<file path="src/design/fwrc_pkg.sv">
package fwrc_pkg;

  localparam logic [7:0] OP_QIO     = 8'hEB;
  localparam logic [7:0] OP_DQIO    = 8'hED;
  localparam logic [7:0] OP_WRAPRD  = 8'h0E;
  localparam logic [7:0] OP_SETWRAP = 8'h77;
  localparam logic [7:0] OP_RDPARAM = 8'hC0;
  localparam logic [7:0] OP_RSTEN   = 8'h66;
  localparam logic [7:0] OP_RST     = 8'h99;
  localparam logic [7:0] OP_SLEEP   = 8'hB9;
  localparam logic [7:0] OP_WAKE    = 8'hAB;

  localparam logic [5:0] OPC_BITS     = 6'h08;
  localparam logic [5:0] ADDR_BITS    = 6'h18;
  localparam logic [5:0] MODE_BITS    = 6'h08;
  localparam logic [5:0] WRAPCMD_BITS = 6'h20;
  localparam logic [5:0] PARAM_BITS   = 6'h08;
  localparam logic [5:0] IDDUMMY_BITS = 6'h18;

  localparam int         WRAP_FIELD_LSB = 4;
  localparam int         CONT_SEL_LSB   = 4;
  localparam int         DUMSEL_LSB     = 4;
  localparam logic [1:0] CONT_SEL       = 2'h2;
  localparam logic [2:0] WRAP_RST       = 3'h1;
  localparam logic [7:0] RDPARAM_RST    = 8'h00;
  localparam logic [3:0] DUMMY_DEFAULT  = 4'h4;
  localparam logic [3:0] SPI_QIO_DUMMY  = 4'h4;

  localparam int CLK_NS    = 4;
  localparam int T_RCH_NS  = 20;
  localparam int T_DP_NS   = 3000;
  localparam int T_RES1_NS = 3000;
  localparam int T_RES2_NS = 1800;
  localparam int T_RST_NS  = 30000;
  localparam int CYC_RCH   = (T_RCH_NS + CLK_NS - 1) / CLK_NS;
  localparam int CYC_DP    = (T_DP_NS < CLK_NS) ? 1 : T_DP_NS / CLK_NS;
  localparam int CYC_RES1  = (T_RES1_NS < CLK_NS) ? 1 : T_RES1_NS / CLK_NS;
  localparam int CYC_RES2  = (T_RES2_NS < CLK_NS) ? 1 : T_RES2_NS / CLK_NS;
  localparam int CYC_RST   = (T_RST_NS < CLK_NS) ? 1 : T_RST_NS / CLK_NS;

  typedef enum logic [8:0] {
    ST_IDLE  = 9'h001,
    ST_CMD   = 9'h002,
    ST_ADDR  = 9'h004,
    ST_MODE  = 9'h008,
    ST_DUMMY = 9'h010,
    ST_DATA  = 9'h020,
    ST_ARG   = 9'h040,
    ST_HOLD  = 9'h080,
    ST_IGN   = 9'h100
  } fwrc_state_t;

  typedef enum logic [2:0] {
    ACT_NONE  = 3'h0,
    ACT_SLEEP = 3'h1,
    ACT_WAKE  = 3'h2,
    ACT_RSTEN = 3'h3,
    ACT_RST   = 3'h4
  } fwrc_act_t;

  typedef enum logic [1:0] {
    TK_SLEEP = 2'h0,
    TK_WAKE  = 2'h1,
    TK_RST   = 2'h2
  } fwrc_tkind_t;

endpackage

</file>
<file path="src/design/fwrc_tmr_if.sv">
`timescale 1ns/10ps
interface fwrc_tmr_if #(
  parameter int W = 16
);
  logic         load;
  logic [W-1:0] count;
  logic         busy;
  logic         done;

  modport ctl (output load, output count, input busy, input done);
  modport tmr (input load, input count, output busy, output done);
endinterface

</file>
<file path="src/design/fwrc_ctrl.sv">
`timescale 1ns/10ps
module fwrc_ctrl #(
  parameter int unsigned RCH_CYC  = fwrc_pkg::CYC_RCH,
  parameter int unsigned DP_CYC   = fwrc_pkg::CYC_DP,
  parameter int unsigned RES1_CYC = fwrc_pkg::CYC_RES1,
  parameter int unsigned RES2_CYC = fwrc_pkg::CYC_RES2,
  parameter int unsigned RST_CYC  = fwrc_pkg::CYC_RST,
  parameter logic [7:0]  DEVICE_ID = 8'h5A  // Arbitrary value
) (
  input  wire logic        REF_CLK,
  input  wire logic        NRST,
  input  wire logic        CE,
  input  wire logic        CS_N,
  input  wire logic        SCLK,
  input  wire logic [3:0]  IO_IN,
  input  wire logic        QUAD_MODE,
  input  wire logic        QUAD_ENABLE,
  input  wire logic        BUSY,
  input  wire logic [7:0]  ARRAY_DATA,
  output logic      [3:0]  IO_OUT,
  output logic      [3:0]  IO_OE_N,
  output logic      [2:0]  WRAP_SETTING,
  output logic      [7:0]  READ_PARAM,
  output logic             POWER_DOWN,
  output logic             SW_RESET,
  output logic             CONT_READ,
  output logic      [23:0] RD_ADDR,
  output logic             RD_NEXT,
  output logic             READY
);
  import fwrc_pkg::*;

  localparam int TW        = 16;
  localparam int A_DP_MAX  = DP_CYC + 3;
  localparam int A_WK_MAX  = ((RES1_CYC > RES2_CYC) ? RES1_CYC : RES2_CYC) + 3;

  function automatic logic [3:0] dummy_clocks(input logic [1:0] sel);
    case (sel)
      2'h0:    dummy_clocks = 4'h4;
      2'h1:    dummy_clocks = 4'h6;
      default: dummy_clocks = 4'h8;
    endcase
  endfunction

  function automatic logic [5:0] lanes(input logic wide);
    lanes = wide ? 6'h04 : 6'h01;
  endfunction

  function automatic logic [23:0] next_addr(input logic [23:0] a, input logic on,
                                            input logic [1:0] len);
    logic [23:0] inc;
    logic [23:0] mask;
    inc  = a + 24'h00_0001;
    mask = {18'h0, 6'((7'h08 << len) - 7'h01)};
    next_addr = on ? ((a & ~mask) | (inc & mask)) : inc;
  endfunction

  logic [5:0]  pin_s;
  logic        cs_n_s;
  logic        sclk_s;
  logic [3:0]  io_s;

  // Pins cross from the host clock; only the second stage is read
  fwrc_sync #(.W(6), .INIT(6'h20)) u_sync (
    .clk  (REF_CLK),
    .nrst (NRST),
    .ce   (CE),
    .d    ({CS_N, SCLK, IO_IN}),
    .q    (pin_s)
  );
  assign {cs_n_s, sclk_s, io_s} = pin_s;

  fwrc_tmr_if #(.W(TW)) tmr_if ();

  fwrc_timer #(.W(TW)) u_timer (
    .clk  (REF_CLK),
    .nrst (NRST),
    .ce   (CE),
    .t    (tmr_if.tmr)
  );

  fwrc_state_t state_ff;
  fwrc_act_t   act_ff;
  fwrc_tkind_t tkind_ff;
  logic        sclk_d_ff;
  logic        cs_d_ff;
  logic [7:0]  op_ff;
  logic [7:0]  cont_op_ff;
  logic [31:0] sh_ff;
  logic [5:0]  cnt_ff;
  logic [3:0]  dum_ff;
  logic        wide_ff;
  logic        ddr_ff;
  logic        qpi_ff;
  logic        rst_en_ff;
  logic        wrap_on_ff;
  logic [1:0]  wlen_ff;
  logic [7:0]  out_sh_ff;
  logic [3:0]  left_ff;
  logic [TW-1:0] hold_ff;

  logic rise, fall, cs_fall, cs_rise, samp, out_edge, is_id;
  logic [31:0] in_bits;
  logic [7:0]  in_byte;
  logic [5:0]  cnt_n;
  logic [7:0]  cur_byte;
  logic opc_done, addr_done, mode_done, wrap_ld, prm_ld;
  logic sw_exec, dp_go, wake_go, hold_ok;
  logic [3:0]  mode_extra;

  assign rise     = ~cs_n_s & sclk_s & ~sclk_d_ff;
  assign fall     = ~cs_n_s & ~sclk_s & sclk_d_ff;
  assign cs_fall  = cs_d_ff & ~cs_n_s;
  assign cs_rise  = ~cs_d_ff & cs_n_s;
  // Double rate samples both edges only for address and mode bits
  assign samp     = rise | (fall & ddr_ff & ((state_ff == ST_ADDR) | (state_ff == ST_MODE)));
  assign in_bits  = wide_ff ? {sh_ff[27:0], io_s} : {sh_ff[30:0], io_s[0]};
  assign in_byte  = in_bits[7:0];
  assign cnt_n    = cnt_ff + lanes(wide_ff);
  assign is_id    = (op_ff == OP_WAKE);
  assign out_edge = (state_ff == ST_DATA) & (fall | (ddr_ff & rise));
  assign cur_byte = (left_ff == 4'h0) ? (is_id ? DEVICE_ID : ARRAY_DATA) : out_sh_ff;

  assign opc_done  = (state_ff == ST_CMD) & samp & (cnt_n == OPC_BITS);
  assign addr_done = (state_ff == ST_ADDR) & samp & (cnt_n == ADDR_BITS);
  assign mode_done = (state_ff == ST_MODE) & samp & (cnt_n == MODE_BITS);
  assign wrap_ld   = (state_ff == ST_ARG) & samp & (op_ff == OP_SETWRAP)
                   & (cnt_n == WRAPCMD_BITS);
  assign prm_ld    = (state_ff == ST_ARG) & samp & (op_ff == OP_RDPARAM)
                   & (cnt_n == PARAM_BITS);
  assign mode_extra = qpi_ff ? (dummy_clocks(READ_PARAM[DUMSEL_LSB+:2]) - DUMMY_DEFAULT)
                             : SPI_QIO_DUMMY;

  assign hold_ok = (hold_ff >= TW'(RCH_CYC));
  assign sw_exec = cs_rise & (state_ff == ST_HOLD) & (act_ff == ACT_RST) & rst_en_ff
                 & hold_ok & ~POWER_DOWN & ~CONT_READ;
  assign dp_go   = cs_rise & (state_ff == ST_HOLD) & (act_ff == ACT_SLEEP);
  assign wake_go = cs_rise & (act_ff == ACT_WAKE) & POWER_DOWN
                 & ((state_ff == ST_ARG) | (state_ff == ST_DATA));

  assign tmr_if.load  = dp_go | wake_go | sw_exec;
  always_comb begin
    if (dp_go)
      tmr_if.count = TW'(DP_CYC);
    else if (sw_exec)
      tmr_if.count = TW'(RST_CYC);
    else if ((state_ff == ST_ARG) && (cnt_ff == 6'h00))
      tmr_if.count = TW'(RES1_CYC);
    else
      tmr_if.count = TW'(RES2_CYC);
  end

  always_ff @(posedge REF_CLK or negedge NRST) begin
    if (!NRST) begin
      sclk_d_ff <= 1'b0;
      cs_d_ff   <= 1'b1;
      hold_ff   <= '0;
    end else if (CE) begin
      sclk_d_ff <= sclk_s;
      cs_d_ff   <= cs_n_s;
      if (rise)
        hold_ff <= '0;
      else if (!hold_ok)
        hold_ff <= hold_ff + 1'b1;
    end
  end

  // Frame sequencer
  always_ff @(posedge REF_CLK or negedge NRST) begin
    if (!NRST) begin
      state_ff <= ST_IDLE;
      act_ff   <= ACT_NONE;
      op_ff    <= 8'h00;
      sh_ff    <= 32'h0000_0000;
      cnt_ff   <= 6'h00;
      dum_ff   <= 4'h0;
      wide_ff  <= 1'b0;
      ddr_ff   <= 1'b0;
      qpi_ff   <= 1'b0;
    end else if (CE) begin
      if (cs_n_s) begin
        state_ff <= ST_IDLE;
        cnt_ff   <= 6'h00;
      end else if (cs_fall) begin
        cnt_ff <= 6'h00;
        act_ff <= ACT_NONE;
        qpi_ff <= QUAD_MODE;
        if (CONT_READ) begin
          state_ff <= ST_ADDR;
          op_ff    <= cont_op_ff;
          wide_ff  <= 1'b1;
          ddr_ff   <= (cont_op_ff == OP_DQIO);
        end else begin
          state_ff <= ST_CMD;
          wide_ff  <= QUAD_MODE;
          ddr_ff   <= 1'b0;
        end
      end else if (samp) begin
        sh_ff  <= in_bits;
        cnt_ff <= cnt_n;
        case (state_ff)
          ST_CMD: if (cnt_n == OPC_BITS) begin
            cnt_ff <= 6'h00;
            op_ff  <= in_byte;
            // Recovery windows swallow every command
            if (tmr_if.busy) begin
              state_ff <= ST_IGN;
            end else if (POWER_DOWN && in_byte != OP_WAKE) begin
              state_ff <= ST_IGN;
            end else begin
              case (in_byte)
                OP_WAKE: begin
                  state_ff <= BUSY ? ST_IGN : ST_ARG;
                  act_ff   <= BUSY ? ACT_NONE : ACT_WAKE;
                end
                OP_QIO, OP_DQIO: begin
                  state_ff <= QUAD_ENABLE ? ST_ADDR : ST_IGN;
                  wide_ff  <= 1'b1;
                  ddr_ff   <= (in_byte == OP_DQIO);
                end
                OP_WRAPRD: begin
                  state_ff <= qpi_ff ? ST_ADDR : ST_IGN;
                  ddr_ff   <= 1'b1;
                end
                OP_SETWRAP: begin
                  // Dummy and wrap bits always arrive on four lines
                  state_ff <= QUAD_ENABLE ? ST_ARG : ST_IGN;
                  wide_ff  <= 1'b1;
                end
                OP_RDPARAM: state_ff <= ST_ARG;
                OP_SLEEP: begin
                  state_ff <= ST_HOLD;
                  act_ff   <= ACT_SLEEP;
                end
                OP_RSTEN: begin
                  state_ff <= ST_HOLD;
                  act_ff   <= ACT_RSTEN;
                end
                OP_RST: begin
                  state_ff <= ST_HOLD;
                  act_ff   <= ACT_RST;
                end
                default: state_ff <= ST_IGN;
              endcase
            end
          end
          ST_ADDR: if (cnt_n == ADDR_BITS) begin
            cnt_ff <= 6'h00;
            if (op_ff == OP_WRAPRD) begin
              state_ff <= ST_DUMMY;
              dum_ff   <= dummy_clocks(READ_PARAM[DUMSEL_LSB+:2]);
            end else begin
              state_ff <= ST_MODE;
            end
          end
          ST_MODE: if (cnt_n == MODE_BITS) begin
            cnt_ff   <= 6'h00;
            dum_ff   <= mode_extra;
            state_ff <= (mode_extra == 4'h0) ? ST_DATA : ST_DUMMY;
          end
          ST_DUMMY: if (dum_ff <= 4'h1) begin
            state_ff <= ST_DATA;
          end else begin
            dum_ff <= dum_ff - 4'h1;
          end
          ST_ARG: if ((op_ff == OP_WAKE) && (cnt_n == IDDUMMY_BITS)) begin
            state_ff <= ST_DATA;
          end else if (wrap_ld || prm_ld) begin
            state_ff <= ST_HOLD;
          end
          ST_HOLD: begin
            // A clock past the last byte voids pending actions
            state_ff <= ST_IGN;
            act_ff   <= ACT_NONE;
          end
          default: ;
        endcase
      end
    end
  end

  // Read data path and wrap address
  always_ff @(posedge REF_CLK or negedge NRST) begin
    if (!NRST) begin
      IO_OUT     <= 4'h0;
      IO_OE_N    <= 4'hF;
      out_sh_ff  <= 8'h00;
      left_ff    <= 4'h0;
      RD_ADDR    <= 24'h00_0000;
      RD_NEXT    <= 1'b0;
      wrap_on_ff <= 1'b0;
      wlen_ff    <= 2'h0;
    end else if (CE) begin
      RD_NEXT <= 1'b0;
      if (addr_done) begin
        RD_ADDR    <= in_bits[23:0];
        wlen_ff    <= WRAP_SETTING[2:1];
        // Fixed wrap opcode always wraps; quad mode never wraps others
        wrap_on_ff <= (op_ff == OP_WRAPRD) | (~qpi_ff & ~WRAP_SETTING[0]);
      end
      if (state_ff != ST_DATA) begin
        IO_OE_N <= 4'hF;
        left_ff <= 4'h0;
      end else if (out_edge) begin
        if (wide_ff) begin
          IO_OUT    <= cur_byte[7:4];
          IO_OE_N   <= 4'h0;
          out_sh_ff <= {cur_byte[3:0], 4'h0};
          left_ff   <= (left_ff == 4'h0) ? 4'h4 : left_ff - 4'h4;
        end else begin
          IO_OUT    <= {2'h0, cur_byte[7], 1'b0};
          IO_OE_N   <= 4'hD;
          out_sh_ff <= {cur_byte[6:0], 1'b0};
          left_ff   <= (left_ff == 4'h0) ? 4'h7 : left_ff - 4'h1;
        end
        if ((left_ff == 4'h0) && !is_id) begin
          RD_ADDR <= next_addr(RD_ADDR, wrap_on_ff, wlen_ff);
          RD_NEXT <= 1'b1;
        end
      end
    end
  end

  // Volatile settings and reset sequence
  always_ff @(posedge REF_CLK or negedge NRST) begin
    if (!NRST) begin
      WRAP_SETTING <= WRAP_RST;
      READ_PARAM   <= RDPARAM_RST;
      SW_RESET     <= 1'b0;
      rst_en_ff    <= 1'b0;
    end else if (CE) begin
      SW_RESET <= sw_exec;
      if (sw_exec) begin
        WRAP_SETTING <= WRAP_RST;
        READ_PARAM   <= RDPARAM_RST;
        rst_en_ff    <= 1'b0;
      end else begin
        if (wrap_ld)
          WRAP_SETTING <= in_byte[WRAP_FIELD_LSB+:3];
        if (prm_ld) begin
          READ_PARAM        <= in_byte;
          WRAP_SETTING[2:1] <= in_byte[1:0];
        end
        if (opc_done && in_byte != OP_RST)
          rst_en_ff <= 1'b0;
        else if (cs_rise && state_ff == ST_HOLD && act_ff == ACT_RSTEN)
          rst_en_ff <= 1'b1;
      end
    end
  end

  // Continuous read survives software reset by design
  always_ff @(posedge REF_CLK or negedge NRST) begin
    if (!NRST) begin
      CONT_READ  <= 1'b0;
      cont_op_ff <= OP_QIO;
    end else if (CE && mode_done) begin
      CONT_READ  <= (in_byte[CONT_SEL_LSB+:2] == CONT_SEL);
      cont_op_ff <= op_ff;
    end
  end

  // Power-down entry and release
  always_ff @(posedge REF_CLK or negedge NRST) begin
    if (!NRST) begin
      POWER_DOWN <= 1'b0;
      tkind_ff   <= TK_RST;
      READY      <= 1'b0;
    end else if (CE) begin
      READY <= ~tmr_if.busy & ~tmr_if.load & ~POWER_DOWN;
      if (dp_go)
        tkind_ff <= TK_SLEEP;
      else if (wake_go)
        tkind_ff <= TK_WAKE;
      else if (sw_exec)
        tkind_ff <= TK_RST;
      if (tmr_if.done && tkind_ff == TK_SLEEP)
        POWER_DOWN <= 1'b1;
      else if (tmr_if.done && tkind_ff == TK_WAKE)
        POWER_DOWN <= 1'b0;
    end
  end
endmodule

</file>
<file path="src/design/fwrc_sync.sv">
`timescale 1ns/10ps
module fwrc_sync #(
  parameter int           W    = 1,
  parameter logic [W-1:0] INIT = '0
) (
  input  wire logic         clk,
  input  wire logic         nrst,
  input  wire logic         ce,
  input  wire logic [W-1:0] d,
  output logic      [W-1:0] q
);
  logic [W-1:0] meta_ff;

  always_ff @(posedge clk or negedge nrst) begin
    if (!nrst) begin
      meta_ff <= INIT;
      q       <= INIT;
    end else if (ce) begin
      meta_ff <= d;
      q       <= meta_ff;
    end
  end
endmodule

</file>
<file path="src/design/fwrc_timer.sv">
`timescale 1ns/10ps
module fwrc_timer #(
  parameter int W = 16
) (
  input  wire logic clk,
  input  wire logic nrst,
  input  wire logic ce,
  fwrc_tmr_if.tmr   t
);
  logic [W-1:0] cnt_ff;

  always_ff @(posedge clk or negedge nrst) begin
    if (!nrst) begin
      cnt_ff <= '0;
      t.busy <= 1'b0;
      t.done <= 1'b0;
    end else if (ce) begin
      t.done <= 1'b0;
      if (t.load) begin
        cnt_ff <= t.count;
        t.busy <= 1'b1;
      end else if (cnt_ff != '0) begin
        cnt_ff <= cnt_ff - 1'b1;
        if (cnt_ff == W'(1)) begin
          t.done <= 1'b1;
          t.busy <= 1'b0;
        end
      end
    end
  end
endmodule

</file>
<file path="config.mk">
export PLATFORM = sky130hd
export DESIGN_NAME = fwrc_ctrl
export DESIGN_NICKNAME = d
export VERILOG_FILES = /design/src/design/fwrc_pkg.sv /design/src/design/fwrc_tmr_if.sv /design/src/design/fwrc_ctrl.sv /design/src/design/fwrc_sync.sv /design/src/design/fwrc_timer.sv
export SDC_FILE = /design/constraint.sdc
export NUM_CORES = 1
export LEC_CHECK = 0
export ABC_AREA = 1
export CAP_MARGIN = 5
export CORE_MARGIN = 8
export CORE_UTILIZATION = 30
export CTS_BUF_LIST = sky130_fd_sc_hd__clkbuf_4
export CTS_CLUSTER_DIAMETER = 80
export DETAILED_ROUTE_END_ITERATION = 16
export DONT_BUFFER_PORTS = 1
export PLACE_DENSITY = 0.52
export SLEW_MARGIN = 20
export SYNTH_ARGS = -nofsm -noshare
export SYNTH_HDL_FRONTEND = slang
export SYNTH_SLANG_ARGS = --single-unit
export TNS_END_PERCENT = 20
</file>
<file path="constraint.sdc">
create_clock -name REF_CLK -period 5.7 [get_ports REF_CLK]
set_input_delay 0.57 -clock REF_CLK [delete_from_list [all_inputs] [get_ports REF_CLK]]
set_output_delay 0.57 -clock REF_CLK [all_outputs]
set_load 0.01 [all_outputs]
</file>
======== Word level (Yosys, flattened, before mapping) ========
Index checks and enable logic that the tools add are counted.
storage, ports and cells
  flip-flop bits (word level) ............. 178
  input bits .............................. 20
  output and inout port bits .............. 48
  logic and storage cells ................. 327
operators by class
  $add $sub $neg .......................... 9
  order comparisons ....................... 2
  equality and inequality tests ........... 52
  shifts and indexed selects .............. 1
  mux-type cells .......................... 110
  bitwise operators ....................... 57
  reductions and logical operators ........ 61
operators with widths
  operator                 number
  $mux W24                 6
  $mux W9                  15
  $pmux W9 S6              2
  $mux W8                  10
  $eq A8 B8 Y1 const B     9
  $mux W16                 4
  $mux W4                  14
  $mux W6                  6
  $and A1 B1 Y1            34
  $reduce_and A8 Y1        4
  $mux W1                  29
  $mux W3                  9
  $mux W13                 2
  $add A24 B1 Y24 const B  1
  $and A24 B24 Y24         1
  $and A24 B6 Y24          1
  $eq A8 B7 Y1 const B     3
  $not A6 Y24              1
  $or A24 B24 Y24          1
  $reduce_and A2 Y1        11
  $reduce_bool A3 Y1       7
  $reduce_bool A2 Y1       10
  $add A16 B1 Y16 const B  1
  $eq A16 B1 Y1 const B    1
  other kinds (59)         110

======== Longest topological paths before layout ========
  depth after elaboration ................. 16
  gate-level depth with buffers ........... 19
  depth with buffers taken out ............ 17

======== By module ========
Synthesis repeated with hierarchy kept, for this count alone.
second synthesis, totals
  cells, all modules ...................... 1496
  area total of the unflattened synthesis .. 10674.0 sq um
modules (own cells, without submodules)
  module      times used  cells an instance  area each (sq um)
  fwrc_ctrl   1           1232               8854.7
  fwrc_timer  1           213                1358.8
  fwrc_sync   1           51                 460.4

======== Least setup slack after synthesis ========
No wires, ideal clock.
  path type ............................... reg-to-reg
  from .................................... register wide_ff
  to ...................................... register RD_ADDR[19]
  setup time .............................. 0.117 ns
  arrival time ............................ 2.405 ns
  slack ................................... 3.178 ns
  stages on the path, launching flop included .. 19
  path buffers ............................ 3
  period minus slack after synthesis ...... 2.522 ns
  cells stage by stage .................... dfrtp_1 > buf_6 > inv_4 > buf_4 > ha_1 > ha_1 > nor2_1 > inv_1 > a21oi_1 > nand3_1 > nor2_1 > nand2_1 > nor2_2 > nand2_2 > buf_2 > nand2_1 > nand3_1 > nand3_1 > nand2_1
on the way
  longest elaborated chain between the ends .. 8
  elaborated cells between the ends (all ways) .. 9
  classes of those cells .................. add/sub: 1; eq/ne: 1; mux: 6; bitwise: 1
ends and longest elaborated chain
  what                      RTL line          RTL
  start: declaration        fwrc_ctrl.sv:92   logic wide_ff;
  start signal: assignment  fwrc_ctrl.sv:177  wide_ff <= 1'b0;
  start signal: assignment  fwrc_ctrl.sv:191  wide_ff <= 1'b1;
  start signal: assignment  fwrc_ctrl.sv:195  wide_ff <= QUAD_MODE;
  $mux W3                   fwrc_ctrl.sv:46   lanes = wide ? 6'h04 : 6'h01;
  $add A6 B3 Y6             fwrc_ctrl.sv:119  assign cnt_n = cnt_ff + lanes(wide_ff);
  $eq A6 B5 Y1              fwrc_ctrl.sv:125  assign addr_done = (state_ff == ST_ADDR) & samp & (cnt_n == ADDR_BITS);
  $and A1 B1 Y1             fwrc_ctrl.sv:125
  $mux W24 (*)              fwrc_ctrl.sv:295  if (addr_done) begin
  $mux W24                  fwrc_ctrl.sv:316  if ((left_ff == 4'h0) && !is_id) begin
  $mux W24                  fwrc_ctrl.sv:304  end else if (out_edge) begin
  $mux W24 (*)              fwrc_ctrl.sv:301  if (state_ff != ST_DATA) begin
  end signal: assignment    fwrc_ctrl.sv:296  RD_ADDR <= in_bits[23:0];
  end signal: assignment    fwrc_ctrl.sv:317  RD_ADDR <= next_addr(RD_ADDR, wrap_on_ff, wlen_ff);
  end: declaration          fwrc_ctrl.sv:27   output logic [23:0] RD_ADDR,
Every way passes the cells marked *; elsewhere a longest branch is shown, timed or not.
A chain may end at the register's enable or synchronous reset.

==> metrics.md <==
| Metric | Value |
|---|---|
| Run status | finished, violations left |
| Violated checks | negative hold slack |
| R2R Setup Slk | between 2000 and 3000 ps |
| Dpl hpwl | roughly 23000 µm |
| Worst min path class | in -> async |
| I/O pin cnt | 68 |
| Setup crit start kind | register |
| Final hold viol count | 22 |
| First-pass GRT wire length | 50000 µm |
| IO buf count | 0 |
| Seq pwr share | 0.467 |
| Asr flop ratio synth | 1.00 |
| Top-area cell type share of the netlist area | 0.384 |
| Share of cells above drive strength 1 | 0.0825 |
| MaxCap Viol Count | 0 |
| Setup Buffers After CTS | 0 |
| Die width | 203 µm |
| DRT iter0 DRCs | ~700 |
| Worst vdd ir | 0.000164 V |
| Critical Path Fanout Max | 25 |
| Worst reg2reg path startpoint | wide_ff |
| Library cells used by synthesis | 55 |
| Post-Syn Area | 10500 µm² |
| Total vias in the final route | between 9000 and 10000 |
| Top_reg_cell synth | dfrtp_1 |
| # H-tree levels | 4 |
| Worst-path clk slew | ~160 ps |
| Comb power frac | 0.295 |
| PwrDens | 304 nW/µm² |
| Sum Neg Setup Slack | 0 ps |
| Leak | around 5.3 nW |
| Vias in the first global route | roughly 9000 |
| CTS Buffer Depth | 2 |
| Max Freq | 317 MHz |
| Row cnt | slightly below 70 |
| Syn nets | around 1500 |
| RSZ-0062 raised after global routing | false |
| Number of flops mapped to enable cells by yosys | 0 |
| Number of detailed-route iterations in the first pass | 5 |
| Setup violators final | 0 |
| Gp weighted congestion | just under 0.9 |
| Relative slew slack | 0.365 |
| Total GRT Usage | 0.151 |
| Sw frac | 0.398 |
| Post-Synthesis Cells | between 1000 and 1500 |
| Area post-placement | 10900 µm² |
| Most common cell in the netlist | nand2_1 |
| Worst hold slack | -43.1 ps |
| #FFs+latches synth | 175 |
| Clock root cell | clkbuf_4 |
| Final instance area | 11300 µm² |
| CP required | about 6200 ps |
| Synthesis Warnings | 0 |
| Clock share of power | 0.238 |
| CTS tree | built |
| Die area | between 40000 and 50000 µm² |
| Syn_area_per_cell | about 7.2 µm² |
| Net switching power | approximately 1.4 mW |
| Slew Limit Fails | 0 |
| Nets | ~1500 |
| Critical path capture point type | register |
| Post-synth top cells | 458 x nand2_1, 161 x dfrtp_1, 152 x inv_1 |
| Antenna Violating Nets Remaining | 0 |
| Worst-case reg-to-reg path depth | 15 |
| CTS sink count | ~180 |
| DRC viols | 0 |
| Grt ovf | 0 |
| Initial antenna violation count | 1 |
| Initial Utilization | 0.304 |
| Tcrit/Tclk final | 0.554 |
| WL final | about 31000 µm |
| Area leader, netlist | dfrtp_1 |
| Drt wl/cell | roughly 16 µm |
| Via density | 4.93 |
| Clock latency at the later pin of the worst-skew pair | 620 ps |
| Crit path DAT | around 3700 ps |
| Layout Skew | 17.0 ps |
| Seq/Total Area, Yosys | 0.419 |
| Worst Tran Pin Value | about 950 ps |
| Leading post-synthesis cells by cell area | dfrtp_1 38%, nand2_1 16%, o21ai_0 5.8%, inv_1 5.4%, nand3_1 5.2% |
| CTS Buf Count | 17 |
| Synth-to-Final Area Change | 7.26% |
| Die Span Y | 203 µm |
| Largest net degree at the start of global routing | around 180 |
| Pint | between 2 and 2.5 mW |
| Core area | approximately 35000 µm² |
| Critical path class | reg -> reg |
| Period minus WS final | about 3200 ps |
-- logic make-up after synthesis --
family,count (synthesis),synth area share
simple gates,817,0.346
compound gates,229,0.119
buf+inv,208,0.0813
flops,175,0.419
xor+xnor,23,0.0192
fa+ha+maj,12,0.0143
mux,2,0.00191
-- critical path, cell delays in order, from the launching register on --
cell and delay (ps):
dfrtp_1 440, inv_4 170, ha_1 240, ha_1 260, nor2_1 280, inv_1 70, a21oi_1 120, nand3_1 110
nor2_1 130, nand2_1 130, nor2_2 170, nand2_2 310, inv_2 310, nor2_1 90, o21ai_0 160, nand2_1 60
-- cell type report --
type	instances	area [µm²]
clock inverters	14	181
multi-input cells	1083	5250
well taps	455	569
diodes	1	2.50
flip-flops and latches	175	4400
repair buffers	9	97.6
inverters	167	629
fillers	3866	23300
clock buffers	18	135
-- placed cells by master, fill, tap and decap left out, types with 4 or more instances in the layout --
master and count:
inv_2 12, nand3b_1 5, a21oi_1 40, o21ai_1 25, clkbuf_4 18, inv_1 152, ha_1 12, dfrtp_1 161
nor2_1 125, xnor2_1 9, inv_6 4, o21ai_0 122, nand2_1 458, o221ai_1 5, xor2_1 14, o211ai_1 4
nor2_4 6, dfstp_2 14, nor2_2 11, buf_4 4, o22ai_1 13, nor3_1 33, nand3_1 109, nand2_4 5
nand4_1 26, o21ai_2 4, nand3_2 6, nand2_2 16, dlygate4sd3_1 4
-- power groups by stage --
stage,clock [mW],combinational (mW),sequential (mW)
4_1_cts,0.842,1.02,1.60
6_report,0.815,1.01,1.60
5_1_grt,0.889,1.16,1.63
3_5_place_dp,0,0.980,1.62
2_1_floorplan,0,0.756,1.57
3_3_place_gp,0,0.972,1.62
-- through the flow --
step                hold slack [ps]  worst slack (ps)  total power [mW]  utilization  cells
detailed placement              297              2550              2.60        0.315   1884
floorplan                       274              3180              2.33            -   1466
finish                        -43.1              2540              3.43        0.326   1922
global placement                297              2580              2.59        0.315   1884
CTS                            4.55              2530              3.46        0.325   1919
global route                   1.40              2240              3.68        0.326   1922
-- registers in the layout, summed over array words and instances (netlist names), 3 cells and up, named ones only --
| register | count |
|---|---|
| sh_ff | 23 |
| RD_ADDR | 21 |
| hold_ff | 16 |
| u_timer.cnt_ff | 16 |
| state_ff | 9 |
| READ_PARAM | 8 |
| cont_op_ff | 8 |
| op_ff | 8 |
| out_sh_ff | 7 |
| cnt_ff | 6 |
| u_sync.meta_ff | 6 |
| u_sync.q | 6 |
| IO_OUT | 4 |
| dum_ff | 4 |
| left_ff | 4 |
| WRAP_SETTING | 3 |
| act_ff | 3 |
-- timing repair --
item                       CTS  global route
setup endpoints to repair    0             0
hold buffers                 3             2
hold endpoints to repair   180             3
resized for setup            0             0
-- per-layer routing --
metal	vias up	wire length [µm]	GRT usage	share of wire
met5	-	0	0	0
met4	0	331	0.0391	0.011
met3	22	1470	0.0285	0.047
met2	220	13900	0.232	0.45
met1	4511	15300	0.214	0.49
li1	4718	-	-	-
-- worst max-delay path by stage --
stage,from,end,slack (ps),cells after the start
2_1_floorplan,wide_ff,RD_ADDR[19],3180,18
3_3_place_gp,wide_ff,register,2580,15
3_5_place_dp,wide_ff,register,2550,15
4_1_cts,wide_ff,register,2530,15
5_1_grt,wide_ff,register,2240,15
6_report,wide_ff,register,2540,15
Power figures use the tool's default switching activity.
